<file path="config.mk">
export PLATFORM = sky130hd
export DESIGN_NAME = icc_core
export DESIGN_NICKNAME = d
export VERILOG_FILES = /design/src/include/icc_pkg.sv /design/src/rtl/icc_core.sv /design/src/rtl/icc_alu.sv
export SDC_FILE = /design/constraint.sdc
export NUM_CORES = 1
export LEC_CHECK = 0
export ABC_AREA = 1
export BUFFER_PORTS_ARGS = -buffer_cell sky130_fd_sc_hd__buf_2
export CAP_MARGIN = 40
export CORE_UTILIZATION = 32
export CTS_CLUSTER_SIZE = 25
export DETAILED_ROUTE_END_ITERATION = 8
export PLACE_DENSITY = 0.46
export SYNTH_ARGS = -nofsm -noshare
export SYNTH_HDL_FRONTEND = slang
export SYNTH_HIERARCHICAL = 1
export SYNTH_SLANG_ARGS = --single-unit
</file>
<file path="constraint.sdc">
create_clock -name i_clk -period 5 [get_ports i_clk]
set_input_delay 0.25 -clock i_clk [delete_from_list [all_inputs] [get_ports i_clk]]
set_output_delay 0.25 -clock i_clk [all_outputs]
set_load 0.01 [all_outputs]
</file>
<file path="src/include/icc_pkg.sv">
`default_nettype none
// Shared constants and types of the instruction-cycle core
package icc_pkg;
    localparam int DATA_W   = 8;   // Data byte width
    localparam int INSTR_W  = 17;  // Instruction word width
    localparam int OP_LSB   = 11;  // Opcode field position
    localparam int OP_W     = 6;   // Opcode field width
    localparam int DST_POS  = 10;  // Result target: 1 = data memory, 0 = accumulator
    localparam int IDX_LSB  = 8;   // Bit index field position
    localparam int IDX_W    = 3;   // Bit index field width
    localparam int ARG_LSB  = 0;   // Address or immediate field position
    localparam int PHASES   = 4;   // System clocks per instruction cycle

    // Phase of the instruction cycle, Gray coded
    typedef enum logic [1:0] {
        PH_0 = 2'h0,
        PH_1 = 2'h1,
        PH_2 = 2'h3,
        PH_3 = 2'h2
    } icc_phase_e;

    // Instruction opcodes
    typedef enum logic [OP_W-1:0] {
        OP_NOP        = 6'h00,
        OP_MOV_A_M    = 6'h01,
        OP_MOV_M_A    = 6'h02,
        OP_MOV_A_X    = 6'h03,
        OP_ADD_M      = 6'h04,
        OP_ADC_M      = 6'h05,
        OP_SUB_M      = 6'h06,
        OP_SBC_M      = 6'h07,
        OP_AND_M      = 6'h08,
        OP_OR_M       = 6'h09,
        OP_XOR_M      = 6'h0A,
        OP_ADD_X      = 6'h0B,
        OP_SUB_X      = 6'h0C,
        OP_AND_X      = 6'h0D,
        OP_OR_X       = 6'h0E,
        OP_XOR_X      = 6'h0F,
        OP_COMPLEMENT = 6'h10,
        OP_INC        = 6'h11,
        OP_DEC        = 6'h12,
        OP_ROT_R      = 6'h13,
        OP_ROT_L      = 6'h14,
        OP_ROT_R_CY   = 6'h15,
        OP_ROT_L_CY   = 6'h16,
        OP_BIT_CLR    = 6'h17,
        OP_BIT_SET    = 6'h18,
        OP_SKIP_Z     = 6'h19,
        OP_SKIP_BZ    = 6'h1A,
        OP_SKIP_BNZ   = 6'h1B,
        OP_SKIP_INC_Z = 6'h1C,
        OP_SKIP_DEC_Z = 6'h1D,
        OP_JUMP       = 6'h1E,
        OP_CALL       = 6'h1F,
        OP_RET        = 6'h20,
        OP_RET_INT    = 6'h21,
        OP_HALT       = 6'h22,
        OP_TABLE_RD   = 6'h23
    } icc_op_e;

    // Datapath operations
    typedef enum logic [4:0] {
        ALU_PASS, ALU_ADD, ALU_ADC, ALU_SUB, ALU_SBC, ALU_AND, ALU_OR, ALU_XOR,
        ALU_NOT, ALU_INC, ALU_DEC, ALU_ROR, ALU_ROL, ALU_RORC, ALU_ROLC,
        ALU_BCLR, ALU_BSET
    } icc_alu_e;
endpackage
`default_nettype wire

</file>
<file path="src/rtl/icc_core.sv">
`default_nettype none
// Contract
// - Instruction cycle lasts exactly four clocks
// - Jump, call, return, table read: two cycles
// - Writing program counter low byte jumps, extra cycle
// - Taken skip costs one extra cycle
// - Skips test a byte or bit
// - Call saves return point after itself
// - Jump loads target, stack untouched
// - Bit set/clear keeps other bits
// - Logic operations update the zero flag
// - Rotates by one, carry variants through carry
// - Carry on sum overflow, borrow below zero
// - Increment/decrement by one, selectable target
// - Moves: memory/accumulator both ways, immediate
// - Logic combines memory with the accumulator
// - Table read moves program words to registers
// - Halt enters power-down state
// - Interrupt return sets global enable; return doesn't
module icc_core
    import icc_pkg::*;
#(
    parameter int              PC_W         = 11,          // Program counter width
    parameter int              STK_D        = 8,           // Return stack depth
    parameter logic [PC_W-1:0] RESET_VECTOR = '0,          // First fetch address
    parameter logic [7:0]      PCL_ADDR     = 8'h06        // Data address of the program counter low byte
) (
    input  wire logic                       i_clk,          // System clock
    input  wire logic                       i_sys_rst,      // Synchronous reset, active high
    output logic [PC_W-1:0]                 o_pmem_addr,    // Program memory address
    input  wire logic [INSTR_W-1:0]         i_pmem_data,    // Program memory word, read combinationally
    output logic [DATA_W-1:0]               o_dmem_addr,    // Data memory address
    input  wire logic [DATA_W-1:0]          i_dmem_rdata,   // Data memory byte, read combinationally
    output logic [DATA_W-1:0]               o_dmem_wdata,   // Data memory write byte
    output logic                            o_dmem_we,      // Data memory write strobe
    output logic [INSTR_W-DATA_W-1:0]       o_table_high,   // Upper part of the last table word
    output logic [DATA_W-1:0]               o_acc,          // Accumulator
    output logic                            o_zero_flag,    // Zero flag
    output logic                            o_carry_flag,   // Carry flag
    output logic                            o_global_interrupt_enable, // Global interrupt enable
    input  wire logic                       i_gie_clear,    // Clears the global enable (same clock) unless an interrupt return commits in that clock
    output logic                            o_power_down,   // Core is halted
    input  wire logic                       i_wake,         // Wake request pin, asynchronous
    output icc_pkg::icc_phase_e             o_phase         // Current phase of the cycle
);
    import icc_pkg::*;

    localparam int SP_W = $clog2(STK_D); // Stack pointer width
    localparam logic [PC_W-1:0] PC_STEP = {{(PC_W-1){1'b0}}, 1'b1}; // Fetch increment
    localparam logic [SP_W-1:0] SP_STEP = {{(SP_W-1){1'b0}}, 1'b1}; // Stack step

    // All core state
    typedef struct packed {
        icc_phase_e                     phase;     // Phase counter
        logic [PC_W-1:0]                pc;        // Fetch address
        logic [INSTR_W-1:0]             ir;        // Prefetched instruction
        logic                           ir_valid;  // Prefetched instruction may execute
        logic                           tbl_pend;  // Table access cycle pending
        logic [DATA_W-1:0]              tbl_m;     // Table destination address
        logic [DATA_W-1:0]              acc;       // Accumulator
        logic                           zf;        // Zero flag
        logic                           cf;        // Carry flag
        logic                           gie;       // Global interrupt enable
        logic                           halt;      // Power-down state
        logic [STK_D-1:0][PC_W-1:0]     stk;       // Return stack
        logic [SP_W-1:0]                sp;        // Next free stack slot
        logic                           wr_en;     // Data write strobe
        logic [DATA_W-1:0]              wr_addr;   // Data write address
        logic [DATA_W-1:0]              wr_data;   // Data write byte
        logic [INSTR_W-DATA_W-1:0]      tbl_hi;    // Table word upper part
        logic                           wake_meta; // Wake synchroniser, first stage
        logic                           wake_sync; // Wake synchroniser, second stage
    } icc_state_s;

    icc_state_s st_ff;   // Registered state
    icc_state_s nxt_st;  // Next state

    // Decoded fields of the instruction in execution
    icc_op_e            op;       // Opcode
    logic [DATA_W-1:0]  arg;      // Data address or immediate
    logic [IDX_W-1:0]   bit_idx;  // Bit index
    logic               to_mem;   // Result goes to data memory
    logic [PC_W-1:0]    target;   // Branch target
    logic [DATA_W-1:0]  rd;       // Memory operand
    icc_alu_e           alu_op;   // Datapath operation
    logic [DATA_W-1:0]  alu_b;    // Datapath operand
    logic [DATA_W-1:0]  alu_res;  // Datapath result
    logic               alu_c;    // Datapath carry out
    logic               alu_cu;   // Carry affected
    logic               alu_zu;   // Zero affected
    logic               wr_req;   // Result written to data memory
    logic               flag_en;  // Datapath flags are kept
    logic               flush;    // Discard the prefetched instruction

    assign op      = icc_op_e'(st_ff.ir[OP_LSB +: OP_W]);
    assign arg     = st_ff.ir[ARG_LSB +: DATA_W];
    assign bit_idx = st_ff.ir[IDX_LSB +: IDX_W];
    assign to_mem  = st_ff.ir[DST_POS];
    assign target  = st_ff.ir[PC_W-1:0];
    // The program counter low byte is seen at its data address
    assign rd      = (arg == PCL_ADDR) ? st_ff.pc[DATA_W-1:0] : i_dmem_rdata;

    // Datapath operation and operand for each opcode
    always_comb begin
        alu_op = ALU_PASS;
        alu_b  = rd;
        case (op)
            OP_MOV_A_X:                 alu_b  = arg;
            OP_ADD_M:                   alu_op = ALU_ADD;
            OP_ADC_M:                   alu_op = ALU_ADC;
            OP_SUB_M:                   alu_op = ALU_SUB;
            OP_SBC_M:                   alu_op = ALU_SBC;
            OP_AND_M:                   alu_op = ALU_AND;
            OP_OR_M:                    alu_op = ALU_OR;
            OP_XOR_M:                   alu_op = ALU_XOR;
            OP_ADD_X: begin
                alu_op = ALU_ADD;
                alu_b  = arg;
            end
            OP_SUB_X: begin
                alu_op = ALU_SUB;
                alu_b  = arg;
            end
            OP_AND_X: begin
                alu_op = ALU_AND;
                alu_b  = arg;
            end
            OP_OR_X: begin
                alu_op = ALU_OR;
                alu_b  = arg;
            end
            OP_XOR_X: begin
                alu_op = ALU_XOR;
                alu_b  = arg;
            end
            OP_COMPLEMENT:              alu_op = ALU_NOT;
            OP_INC, OP_SKIP_INC_Z:      alu_op = ALU_INC;
            OP_DEC, OP_SKIP_DEC_Z:      alu_op = ALU_DEC;
            OP_ROT_R:                   alu_op = ALU_ROR;
            OP_ROT_L:                   alu_op = ALU_ROL;
            OP_ROT_R_CY:                alu_op = ALU_RORC;
            OP_ROT_L_CY:                alu_op = ALU_ROLC;
            OP_BIT_CLR:                 alu_op = ALU_BCLR;
            OP_BIT_SET:                 alu_op = ALU_BSET;
            default:                    alu_op = ALU_PASS;
        endcase
    end

    // Shared datapath
    icc_alu #(
        .DW (DATA_W)
    ) u_alu (
        .i_op        (alu_op),
        .i_acc       (st_ff.acc),
        .i_opnd      (alu_b),
        .i_bit       (bit_idx),
        .i_carry     (st_ff.cf),
        .o_result    (alu_res),
        .o_carry     (alu_c),
        .o_carry_upd (alu_cu),
        .o_zero_upd  (alu_zu)
    );

    // Next-state logic: fetch, execute and commit at the last phase
    always_comb begin
        nxt_st           = st_ff;
        wr_req           = 1'b0;
        flag_en          = 1'b0;
        flush            = 1'b0;
        nxt_st.wake_meta = i_wake;
        nxt_st.wake_sync = st_ff.wake_meta;
        nxt_st.wr_en     = 1'b0;
        if (i_gie_clear) begin
            nxt_st.gie = 1'b0;
        end
        // Four phases per instruction cycle
        case (st_ff.phase)
            PH_0:    nxt_st.phase = PH_1;
            PH_1:    nxt_st.phase = PH_2;
            PH_2:    nxt_st.phase = PH_3;
            default: nxt_st.phase = PH_0;
        endcase
        if (st_ff.phase == PH_3) begin
            if (st_ff.halt) begin
                // Powered down: wait for a synchronised wake request
                if (st_ff.wake_sync) begin
                    nxt_st.halt = 1'b0;
                end
            end else if (st_ff.tbl_pend) begin
                // Second cycle of a table read: no fetch, no execution
                nxt_st.tbl_pend = 1'b0;
                nxt_st.wr_en    = 1'b1;
                nxt_st.wr_addr  = st_ff.tbl_m;
                nxt_st.wr_data  = i_pmem_data[DATA_W-1:0];
                nxt_st.tbl_hi   = i_pmem_data[INSTR_W-1:DATA_W];
            end else begin
                // Prefetch the next word
                nxt_st.ir       = i_pmem_data;
                nxt_st.pc       = st_ff.pc + PC_STEP;
                nxt_st.ir_valid = 1'b1;
                // Only a valid prefetched word executes
                if (st_ff.ir_valid) begin
                    case (op)
                        OP_MOV_A_M, OP_MOV_A_X: nxt_st.acc = alu_res;
                        OP_MOV_M_A: begin
                            wr_req = 1'b1;
                        end
                        OP_ADD_M, OP_ADC_M, OP_SUB_M, OP_SBC_M, OP_AND_M, OP_OR_M, OP_XOR_M,
                        OP_COMPLEMENT, OP_INC, OP_DEC, OP_ROT_R, OP_ROT_L, OP_ROT_R_CY, OP_ROT_L_CY: begin
                            flag_en = 1'b1;
                            wr_req  = to_mem;
                            if (!to_mem) begin
                                nxt_st.acc = alu_res;
                            end
                        end
                        OP_ADD_X, OP_SUB_X, OP_AND_X, OP_OR_X, OP_XOR_X: begin
                            flag_en    = 1'b1;
                            nxt_st.acc = alu_res;
                        end
                        OP_BIT_CLR, OP_BIT_SET: begin
                            wr_req = 1'b1;
                        end
                        OP_SKIP_Z: begin
                            flush = (rd == '0);
                            if (to_mem) begin
                                nxt_st.acc = rd;
                            end
                        end
                        OP_SKIP_BZ:  flush = !rd[bit_idx];
                        OP_SKIP_BNZ: flush = rd[bit_idx];
                        OP_SKIP_INC_Z, OP_SKIP_DEC_Z: begin
                            flush  = (alu_res == '0);
                            wr_req = to_mem;
                            if (!to_mem) begin
                                nxt_st.acc = alu_res;
                            end
                        end
                        OP_JUMP: begin
                            nxt_st.pc = target;
                            flush     = 1'b1;
                        end
                        OP_CALL: begin
                            nxt_st.stk[st_ff.sp] = st_ff.pc;
                            nxt_st.sp            = st_ff.sp + SP_STEP;
                            nxt_st.pc            = target;
                            flush                = 1'b1;
                        end
                        OP_RET, OP_RET_INT: begin
                            nxt_st.sp = st_ff.sp - SP_STEP;
                            nxt_st.pc = st_ff.stk[st_ff.sp - SP_STEP];
                            flush     = 1'b1;
                            if (op == OP_RET_INT) begin
                                nxt_st.gie = 1'b1;
                            end
                        end
                        OP_HALT: nxt_st.halt = 1'b1;
                        OP_TABLE_RD: begin
                            nxt_st.tbl_pend = 1'b1;
                            nxt_st.tbl_m    = arg;
                        end
                        default: flush = 1'b0;
                    endcase
                    // Flags from the datapath
                    if (flag_en && alu_zu) begin
                        nxt_st.zf = (alu_res == '0);
                    end
                    if (flag_en && alu_cu) begin
                        nxt_st.cf = alu_c;
                    end
                    // A write to the program counter low byte becomes a jump
                    if (wr_req) begin
                        if (arg == PCL_ADDR) begin
                            nxt_st.pc = {st_ff.pc[PC_W-1:DATA_W], (op == OP_MOV_M_A) ? st_ff.acc : alu_res};
                            flush     = 1'b1;
                        end else begin
                            nxt_st.wr_en   = 1'b1;
                            nxt_st.wr_addr = arg;
                            nxt_st.wr_data = (op == OP_MOV_M_A) ? st_ff.acc : alu_res;
                        end
                    end
                    // Skip or branch: the fetched word is dropped, costing one cycle
                    if (flush) begin
                        nxt_st.ir_valid = 1'b0;
                    end
                end
            end
        end
    end

    // State register
    always_ff @(posedge i_clk) begin
        if (i_sys_rst) begin
            st_ff       <= '0;
            st_ff.phase <= PH_0;
            st_ff.pc    <= RESET_VECTOR;
        end else begin
            st_ff <= nxt_st;
        end
    end

    // Table cycle addresses the page of the current fetch, low byte from the accumulator
    assign o_pmem_addr  = st_ff.tbl_pend ? {st_ff.pc[PC_W-1:DATA_W], st_ff.acc} : st_ff.pc;
    assign o_dmem_addr  = st_ff.wr_en ? st_ff.wr_addr : arg;
    assign o_dmem_wdata = st_ff.wr_data;
    assign o_dmem_we    = st_ff.wr_en;
    assign o_table_high = st_ff.tbl_hi;
    assign o_acc        = st_ff.acc;
    assign o_zero_flag  = st_ff.zf;
    assign o_carry_flag = st_ff.cf;
    assign o_global_interrupt_enable = st_ff.gie;
    assign o_power_down = st_ff.halt;
    assign o_phase      = st_ff.phase;
endmodule
`default_nettype wire

</file>
<file path="src/rtl/icc_alu.sv">
`default_nettype none
// Eight-bit datapath: arithmetic, logic, rotate and bit operations
module icc_alu
    import icc_pkg::*;
#(
    parameter int DW = DATA_W
) (
    input  wire icc_pkg::icc_alu_e i_op,       // Operation
    input  wire logic [DW-1:0]     i_acc,      // Accumulator operand
    input  wire logic [DW-1:0]     i_opnd,     // Memory or immediate operand
    input  wire logic [IDX_W-1:0]  i_bit,      // Bit index
    input  wire logic              i_carry,    // Carry flag in
    output logic [DW-1:0]          o_result,   // Result byte
    output logic                   o_carry,    // Carry or borrow out
    output logic                   o_carry_upd,// Carry flag is affected
    output logic                   o_zero_upd  // Zero flag is affected
);
    localparam logic [DW:0] ONE = {{DW{1'b0}}, 1'b1}; // Unit step

    logic [DW:0] sum; // Result with carry bit

    // Operation select
    always_comb begin
        sum         = '0;
        o_result    = i_opnd;
        o_carry     = i_carry;
        o_carry_upd = 1'b0;
        o_zero_upd  = 1'b0;
        case (i_op)
            ALU_ADD, ALU_ADC: begin
                sum = {1'b0, i_acc} + {1'b0, i_opnd} + ((i_op == ALU_ADC && i_carry) ? ONE : '0);
                o_result    = sum[DW-1:0];
                o_carry     = sum[DW];
                o_carry_upd = 1'b1;
                o_zero_upd  = 1'b1;
            end
            ALU_SUB, ALU_SBC: begin
                // Carry holds the borrow: set when the difference goes below zero
                sum = {1'b0, i_acc} - {1'b0, i_opnd} - ((i_op == ALU_SBC && i_carry) ? ONE : '0);
                o_result    = sum[DW-1:0];
                o_carry     = sum[DW];
                o_carry_upd = 1'b1;
                o_zero_upd  = 1'b1;
            end
            ALU_AND: begin
                o_result   = i_acc & i_opnd;
                o_zero_upd = 1'b1;
            end
            ALU_OR: begin
                o_result   = i_acc | i_opnd;
                o_zero_upd = 1'b1;
            end
            ALU_XOR: begin
                o_result   = i_acc ^ i_opnd;
                o_zero_upd = 1'b1;
            end
            ALU_NOT: begin
                o_result   = ~i_opnd;
                o_zero_upd = 1'b1;
            end
            ALU_INC: begin
                sum        = {1'b0, i_opnd} + ONE;
                o_result   = sum[DW-1:0];
                o_zero_upd = 1'b1;
            end
            ALU_DEC: begin
                sum        = {1'b0, i_opnd} - ONE;
                o_result   = sum[DW-1:0];
                o_zero_upd = 1'b1;
            end
            ALU_ROR:  o_result = {i_opnd[0], i_opnd[DW-1:1]};
            ALU_ROL:  o_result = {i_opnd[DW-2:0], i_opnd[DW-1]};
            ALU_RORC: begin
                o_result    = {i_carry, i_opnd[DW-1:1]};
                o_carry     = i_opnd[0];
                o_carry_upd = 1'b1;
            end
            ALU_ROLC: begin
                o_result    = {i_opnd[DW-2:0], i_carry};
                o_carry     = i_opnd[DW-1];
                o_carry_upd = 1'b1;
            end
            ALU_BCLR: o_result[i_bit] = 1'b0;
            ALU_BSET: o_result[i_bit] = 1'b1;
            default:  o_result = i_opnd;
        endcase
    end
endmodule
`default_nettype wire

</file>
### After elaboration in Yosys (flattened, before gate mapping)

Index checks and enable logic that the tools add are counted.

| storage, ports and cells | value |
|---|---|
| memories kept | 0 |
| bits in writable memories | 0 |
| word-level logic and storage cells | 225 |
| bits in read-only memories | 0 |
| input port bits | 29 |
| flip-flop bits (word level) | 171 |
| latch bits | 0 |

| operators by class | value |
|---|---|
| bitwise logic cells | 10 |
| equal/unequal tests | 59 |
| muxes and demuxes | 68 |
| magnitude comparators | 5 |
| add/subtract/negate cells | 9 |
| $mul | 0 |
| shift operators | 0 |
| divide/modulo/power cells | 0 |
| reductions and logical operators | 47 |

Operator list:

| operator | number |
|---|---|
| 130-bit 2-to-1 mux | 1 |
| 119-bit 2-to-1 mux | 1 |
| 117-bit 2-to-1 mux | 1 |
| 8-bit case mux with 14 select lines | 1 |
| 6-bit by 5-bit == test with 1-bit output, second input constant | 16 |
| 93-bit 2-to-1 mux | 1 |
| 88-bit bitwise mux | 1 |
| 88-bit 2-to-1 mux | 1 |
| 5-bit case mux with 16 select lines | 1 |
| 8-bit 2-to-1 mux | 7 |
| 11-bit 2-to-1 mux | 5 |
| 17-bit 2-to-1 mux | 3 |
| 6-bit by 4-bit == test with 1-bit output, second input constant | 8 |
| 5-bit by 4-bit == test with 1-bit output, second input constant | 8 |
| 11-bit binary-select mux with 3-bit select | 1 |
| 11-bit demux with 3-bit select | 1 |
| 1-bit 2-to-1 mux | 32 |
| 5-bit AND reduction | 5 |
| 6-bit by 3-bit == test with 1-bit output, second input constant | 4 |
| 6-bit == test, second input constant | 4 |
| 8-bit case mux with 3 select lines | 1 |
| 2-bit OR reduction | 12 |
| 11-bit case mux with 2 select lines | 1 |
| 5-bit by 3-bit == test with 1-bit output, second input constant | 4 |
| 53 further kinds | 78 |

### Longest topological paths before layout

Gate-level depths: netlist of the first run.

| depth | value |
|---|---|
| depth after elaboration | 21 |
| depth in mapped cells | 32 |
| mapped depth without buffers | 31 |

### Modules after synthesis

Netlist of the first run, hierarchy kept.

By module, submodules not included:

| module | instances | seq. area each (µm²) | cells an instance | area each (µm²) |
|---|---|---|---|---|
| icc_core | 1 | 3423.3 | 1417 | 9137.5 |
| icc_alu | 1 | 0.0 | 443 | 2287.2 |

### Worst setup path after synthesis of the first run

OpenSTA, ideal clock, no wires.

| timing | value |
|---|---|
| path kind | flip-flop to flip-flop |
| from | register st_ff (netlist bit arg[5]) |
| to | register st_ff[162] (netlist name) |
| data arrival time | 3904 ps |
| path slack | 976 ps |
| stages on the path, launching flop included | 27 |
| clock period less this slack | 4024 ps |
| buffers on the path | 1 |
| path through | dfxtp_1 > inv_1 > nand2_1 > nor2_1 > nand2_1 > clkbuf_1 > nand2_1 > nand2_1 > o21ai_0 > inv_1 > fa_1 > fa_1 > inv_1 > nand2_1 > a21oi_1 > nand2_1 > nand2_1 > o22ai_1 > nor2_1 > nand4_1 > nand2_1 > o21ai_0 > nand2_1 > a21boi_0 > o21ai_0 > nand2_1 > a21oi_1 |

| between the ends | value |
|---|---|
| cells in the longest elaborated chain, start to end | 10 |
| elaborated cells between the ends (all ways) | 20 |
| classes of those cells | add/sub: 6; eq/ne: 1; mux: 7; bitwise: 6 |

RTL lines:

| item | line | source |
|---|---|---|
| from (decl) | icc_core.sv:75 | `icc_state_s st_ff;` |
| from (signal assigned) | icc_core.sv:297 | `st_ff <= nxt_st;` |
| 8-bit by 3-bit == test with 1-bit output * | icc_core.sv:101 | `assign rd = (arg == PCL_ADDR) ? st_ff.pc[DATA_W-1:0] : i_dmem_rdata;` |
| 8-bit 2-to-1 mux * | icc_core.sv:101 |  |
| 8-bit 2-to-1 mux * | icc_core.sv:107 | `case (op)` |
| net alu_b[0] | icc_core.sv:86 | `logic [DATA_W-1:0] alu_b;` |
| 8-bit by 8-bit subtractor with 9-bit output / 8-bit by 8-bit adder with 9-bit output (equally long branches) | icc_alu.sv:39, icc_alu.sv:31 |  |
| 9-bit subtractor / 9-bit adder (equally long branches) | icc_alu.sv:39, icc_alu.sv:31 |  |
| 8-bit case mux with 14 select lines * | icc_alu.sv:29 | `case (i_op)` |
| net alu_res[4] | icc_core.sv:87 | `logic [DATA_W-1:0] alu_res;` |
| 8-bit 2-to-1 mux * | icc_core.sv:273 | `nxt_st.pc = {st_ff.pc[PC_W-1:DATA_W], (op == OP_MOV_M_A) ? st_ff.acc : alu_res};` |
| 11-bit 2-to-1 mux * | icc_core.sv:272 | `if (arg == PCL_ADDR) begin` |
| 11-bit 2-to-1 mux * | icc_core.sv:271 | `if (wr_req) begin` |
| 11-bit 2-to-1 mux * | icc_core.sv:202 | `if (st_ff.ir_valid) begin` |

Mark *: on every way through the listed nets, which the timed path passes. The rest lies on a longest branch. The select of a mux whose other input is x is not followed.
A chain may end at the register's enable or synchronous reset.

### Final worst setup path of the first run

| timing | value |
|---|---|
| from | register st_ff (netlist bit op[5]) |
| to | register st_ff[162] (netlist name) |

| between the ends | value |
|---|---|
| cells in the longest elaborated chain, start to end | 12 |
| elaborated cells between the ends (all ways) | 88 |
| classes of those cells | add/sub: 6; eq/ne: 45; mux: 15; bitwise: 6; reduce/logical: 16 |

RTL lines:

| item | line | source |
|---|---|---|
| 6-bit by 5-bit == test with 1-bit output (tied with other cells) | icc_core.sv:107 |  |
| 2-bit OR reduction, on equally long branches | - |  |
| 5-bit case mux with 16 select lines * | icc_core.sv:107 |  |
| net alu_op[0] | icc_core.sv:85 | `icc_alu_e alu_op;` |
| 5-bit by 3-bit == test with 1-bit output / 5-bit by 2-bit == test with 1-bit output (equally long branches) | icc_alu.sv:29, icc_alu.sv:39, icc_alu.sv:31 |  |
| 1-bit logical AND, on equally long branches | icc_alu.sv:39, icc_alu.sv:31 |  |
| 1-bit 2-to-1 mux, on equally long branches | icc_alu.sv:39, icc_alu.sv:31 |  |
| 9-bit subtractor / 9-bit adder (equally long branches) | icc_alu.sv:39, icc_alu.sv:31 |  |
| 8-bit case mux with 14 select lines * | icc_alu.sv:29 |  |
| net alu_res[4] | icc_core.sv:87 |  |
| 8-bit 2-to-1 mux * | icc_core.sv:273 |  |
| 11-bit 2-to-1 mux * | icc_core.sv:272 |  |
| 11-bit 2-to-1 mux * | icc_core.sv:271 |  |
| 11-bit 2-to-1 mux * | icc_core.sv:202 |  |

Marked as above.

==> flow_summary.yaml, run 1 <==
sta:
  worst_slack_ns: 0.348
  setup_viol: 0
  setup_tns_ns: 0
  hold_slack_ns: 0.00896
  period_share_pct: 93.0
  fin_skew_ns: 0.0116
  hold_viol: 0
  rsz0062_at_grt: "no"
  layout_min_cycle_time_ns: 4.65
  slew_viol_final: 0
  fmax_mhz: 215
  slew_headroom_pct: 44.9
  worst_pin_slew_ns: 0.825
finish:
  final_core_util_pct: 36.9
  area_delta_synth_final_pct: 12.3
  final_common_cell: "nand2_1"
  layout_common_cells: "nand2_1, inv_1, o21ai_0"
  final_area_sq_mm: 0.0128
  stdcell_count: 2357
  layout.nets: 1952
  nFillCells: 3868
  diodes: 0
  drive_gt1_share_pct: 11.0
synth:
  ys_ff_latch: 171
  synth_top_cell_by_area: "dfxtp_1"
  synth_edf_count: 0
  synth_async_sr_flop_share_pct: 0
  synth-warning-count: 6
  synth_seq_area_share_pct: 30.0
  synth_area_per_cell_sq_um: 6.14
  syn-num-nets: 1923
  ys.flop_type: "dfxtp_1"
  syn_area_sq_mm: 0.0114
  ys_top_cells_by_area: "dfxtp_1, nand2_1, o21ai_0"
  ys_types: 47
  syn_inst: 1860
  netlist.area_leader.share_pct: 30.0
power:
  leakagePower_nw: 5.88
  p_per_area_mw_per_mm2: 265
  total_power_mw: 3.41
  vdd_ir_drop_max_v: 0.000167
global_routing:
  antenna_found_initial: 0
  grt_pass1_wl_mm: 66.5
  grt_max_degree: 92
  grt_usage_pct: 24.0
  grt_pass1_vias: 11000
  grt-ovfl-total: 0
clock_network:
  clkSlewWorstSetupHoldPaths_ns: 0.07
  clock_path_buffers: 2
  insertion_delay_ns: 0.44
  htreeDepth: 4
  cts_root_buf: "clkbuf_16"
  cts_made_buffers: 17
  clock_sinks: 171
  cts_tree: "yes"
critical_path:
  crit_path_end_kind: "register"
  reg2reg_depth: 26
  cp_max_fo: 10
  crit_required_ns: 5.32
  max_stage_delay_ns: 0.56
  critPathBufInv: 3
  worst-setup-path-type: "reg -> reg"
  cp.arrival_ns: 4.98
  critPathLaunchType: "register"
  cp_common_cell: "nand2_1"
  slowest_stage: "or4_1"
  cp.depth: 26
  crit_family: "simple AND/OR/NAND/NOR gates"
drt:
  wl_per_cell_microns: 18.5
  ant_nets: 0
  drt-total-wl_mm: 43.7
  drt_iter0_drc: 976
  met2_length_mm: 20.4
  vias: 12100
  wl_met1_mm: 20.6
  drcViolationCount: 0
  routed_via_density: 5.12
  drtPass1Iterations: 5
  wl_met3_mm: 1.86
  top_layer_used: "met4"
place:
  dp_hpwl_mm: 32.7
  place_ws_ns: 0.215
  port_buffers: 79
  place_area_sq_mm: 0.0122
  gp_congestion: 0.927
  dp.cells: 2323
floorplanning:
  die_area_sq_mm: 0.0365
  io_pins: 80
  row_count: 68
  die_w_microns: 191
  die_y_microns: 191
  start_util_pct: 32.8
  core_area_sq_mm: 0.0348
run_status:
  status: "completed"
min_path:
  min_path_cells: 3
  hold_class: "in -> reg"
run:
  max_cap_violations: 0
-- worst min-delay path: stages --
cell    delay, ns
buf_2        0.09
inv_1        0.04
nor2_1       0.03
-- cell families (layout without fill, tap and decap cells) --
family	Yosys count	count (layout)	share of synthesized area [%]
and+or+nand+nor	821	821	30.7
AOI/OAI and AO/OA	459	459	21.4
buffers and inverters	366	408	13.2
DFF	171	171	30.0
adders and majority gates	34	34	4.05
xor gates and xnor gates	7	7	0.537
muxes	2	2	0.197
-- where the power goes --
part | internal (mW) | leakage (nW) | switching (mW) | total (mW)
registers | 1.38 | 1.38 | 0.0218 | 1.40
clock network | 0.767 | 0.291 | 0.598 | 1.36
logic | 0.194 | 4.20 | 0.448 | 0.642
total | 2.34 | 5.88 | 1.07 | 3.41
-- timing repair --
| action | CTS | global route |
|---|---|---|
| buffers inserted | 0 | 2 |
| endpoints found under the setup margin | 0 | 14 |
| hold buffers | 0 | 0 |
| resized for setup | 0 | 7 |
-- cell type report --
cell class	instances	area [sq um]	share of cell area, %
Multi-Input combinational cell	1323	6510	50.8
Clock inverter	13	141	1.10
Clock buffer	19	453	3.53
Timing Repair Buffer	128	796	6.20
Inverter	248	935	7.28
Tap cell	455	569	4.44
Sequential cell	171	3420	26.7
-- synth_stat cells, types with 5 or more instances --
cell type and count:
nand3_1 130, buf_2 9, o22ai_1 12, fa_1 5, o221ai_1 5, nand2_2 7
nor3_1 9, clkbuf_1 74, nand2_1 389, a211oi_1 23, inv_2 11, o211ai_1 7
nand3b_1 8, inv_1 234, nor2_2 10, nor2_1 215, o21ai_0 229, xor2_1 7
ha_1 29, dfxtp_1 171, buf_4 30, a21oi_1 168, nand4_1 33
-- metal layers --
layer / up-vias / global-route usage [%]
li1: 6117 / -
met1: 5614 / 33.2
met2: 306 / 39.2
met3: 42 / 2.63
met4: 0 / 6.40
met5: - / 0
-- final timing paths --
check / from / end / slack, ns
hold / removal: i_wake / nxt_st[0] / 0.009
hold reg to reg: nxt_st[0] / st_ff[0] / 0.41
setup reg to reg: op[5] / st_ff[162] / 0.35
setup / recovery: op[5] / st_ff[162] / 0.35
No activity file was read; power rests on OpenSTA's default activity.
==> run 2, diff against run 1 <==
- PLACE_DENSITY: 0.46 -> 0.47
==> run 2 against run 1 <==
  * Fmax up 2.4%
  * Final cell count about the same
  * Critical endpoint is now st_ff[140]
  * Sequential power is essentially flat
  * Clock skew is 0.0017 ns lower
==> flow_summary.yaml, run 2 (synthesized netlist as in run 1, its figures left out) <==
place:
  place_ws_ns: 0.365
  place_area_sq_mm: 0.0122
  port_buffers: 79
  gp_congestion: 0.920
  dp.cells: 2320
  dp_hpwl_mm: 32.8
drt:
  drt-total-wl_mm: 44.0
  drtPass1Iterations: 5
  wl_per_cell_microns: 18.7
  drcViolationCount: 0
  routed_via_density: 5.18
  drt_iter0_drc: 860
  ant_nets: 0
  vias: 12200
sta:
  hold_slack_ns: 0.0659
  layout_min_cycle_time_ns: 4.54
  rsz0062_at_grt: "no"
  hold_viol: 0
  slew_viol_final: 0
  slew_headroom_pct: 48.2
  setup_tns_ns: 0
  period_share_pct: 90.8
  worst_slack_ns: 0.458
  fin_skew_ns: 0.00988
  fmax_mhz: 220
  worst_pin_slew_ns: 0.774
  setup_viol: 0
global_routing:
  grt_pass1_wl_mm: 67.5
  antenna_found_initial: 1
  grt-ovfl-total: 0
  grt_usage_pct: 24.3
  grt_max_degree: 54
  grt_pass1_vias: 11200
clock_network:
  insertion_delay_ns: 0.44
  htreeDepth: 4
  clkSlewWorstSetupHoldPaths_ns: 0.07
  cts_made_buffers: 17
  clock_sinks: 171
  cts_tree: "yes"
  clock_path_buffers: 2
  cts_root_buf: "clkbuf_16"
run:
  max_cap_violations: 0
critical_path:
  cp_max_fo: 6
  crit_required_ns: 5.32
  worst-setup-path-type: "reg -> reg"
  critPathLaunchType: "register"
  crit_path_end_kind: "register"
  cp.arrival_ns: 4.87
finish:
  layout.nets: 1950
  final_common_cell: "nand2_1"
  diodes: 0
  stdcell_count: 2355
  final_area_sq_mm: 0.0128
  area_delta_synth_final_pct: 12.2
  layout_common_cells: "nand2_1, inv_1, o21ai_0"
  drive_gt1_share_pct: 11.0
  final_core_util_pct: 36.9
run_status:
  status: "completed"
floorplanning:
  die_w_microns: 191
  io_pins: 80
  start_util_pct: 32.8
  row_count: 68
  die_area_sq_mm: 0.0365
  die_y_microns: 191
  core_area_sq_mm: 0.0348
power:
  total_power_mw: 3.42
  p_per_area_mw_per_mm2: 267
  vdd_ir_drop_max_v: 0.000252
  leakagePower_nw: 5.86
min_path:
  hold_class: "in -> reg"
==> run 2: cell count changes in the layout (fill, tap and decap cells not counted), sizes merged <==
cell         before  now
dlygate4sd3       0    1
buf             128  125
clkinv            9    6
clkbuf           19   18
clkinvlp          2    3
inv             248  251
==> run 2: where the power goes <==
part / switching [mW] / leakage, nW / internal (mW)
sequential: 0.0258 / 1.38 / 1.38
combinational: 0.446 / 4.19 / 0.193
clock: 0.617 / 0.286 / 0.761
total: 1.09 / 5.86 / 2.33
==> run 2: layout make-up <==
class / count / area, sq um
well taps: 455 / 569
fillers: 3896 / 22000
repair buffers: 126 / 783
multi-input cells: 1323 / 6510
flip-flops and latches: 171 / 3420
inverters: 248 / 935
clock inverters: 14 / 160
clock buffers: 18 / 439
==> run 2: per-layer routing <==
layer	global-route usage [%]	vias to the layer above	routed length (microns)
met2	39.1	341	20300
met4	7.48	2	1030
met5	0	-	13
met1	33.5	5683	20400
li1	-	6114	-
met3	3.12	60	2240
==> run 2: critical path: stages (launching register included) <==
cell	delay, ns
dfxtp_1	0.45
nor2_2	0.13
inv_2	0.08
nor2_1	0.05
nand2_1	0.15
nand3_1	0.09
or4_1	0.55
inv_1	0.11
nand2_1	0.11
nor2_4	0.14
nand3_1	0.12
fa_1	0.44
fa_1	0.44
nor2_1	0.13
o21ai_0	0.10
nand2_1	0.09
xor2_1	0.15
nor2_1	0.06
nor2_1	0.12
nand4_1	0.18
buf_4	0.19
nor3_2	0.21
a21oi_1	0.09
nand2_1	0.08
inv_1	0.05
nand4_1	0.08
a21oi_1	0.06
==> run 2: worst paths after layout <==
kind                            cells after the start         from  slack (ns)                         to
worst min register to register                      2    nxt_st[0]        0.41                   st_ff[0]
worst max-delay path                               26        op[2]        0.46                 st_ff[140]
worst max register to register                     26        op[2]        0.46                 st_ff[140]
worst min-delay path                                4  i_gie_clear        0.07  o_global_interrupt_enable
==> run 2: timing repair <==
item,CTS,global route
setup buffers,0,2
gates resized for setup,0,8
hold buffers,1,0
setup endpoints to repair,0,6
endpoints found under the hold margin,1,0
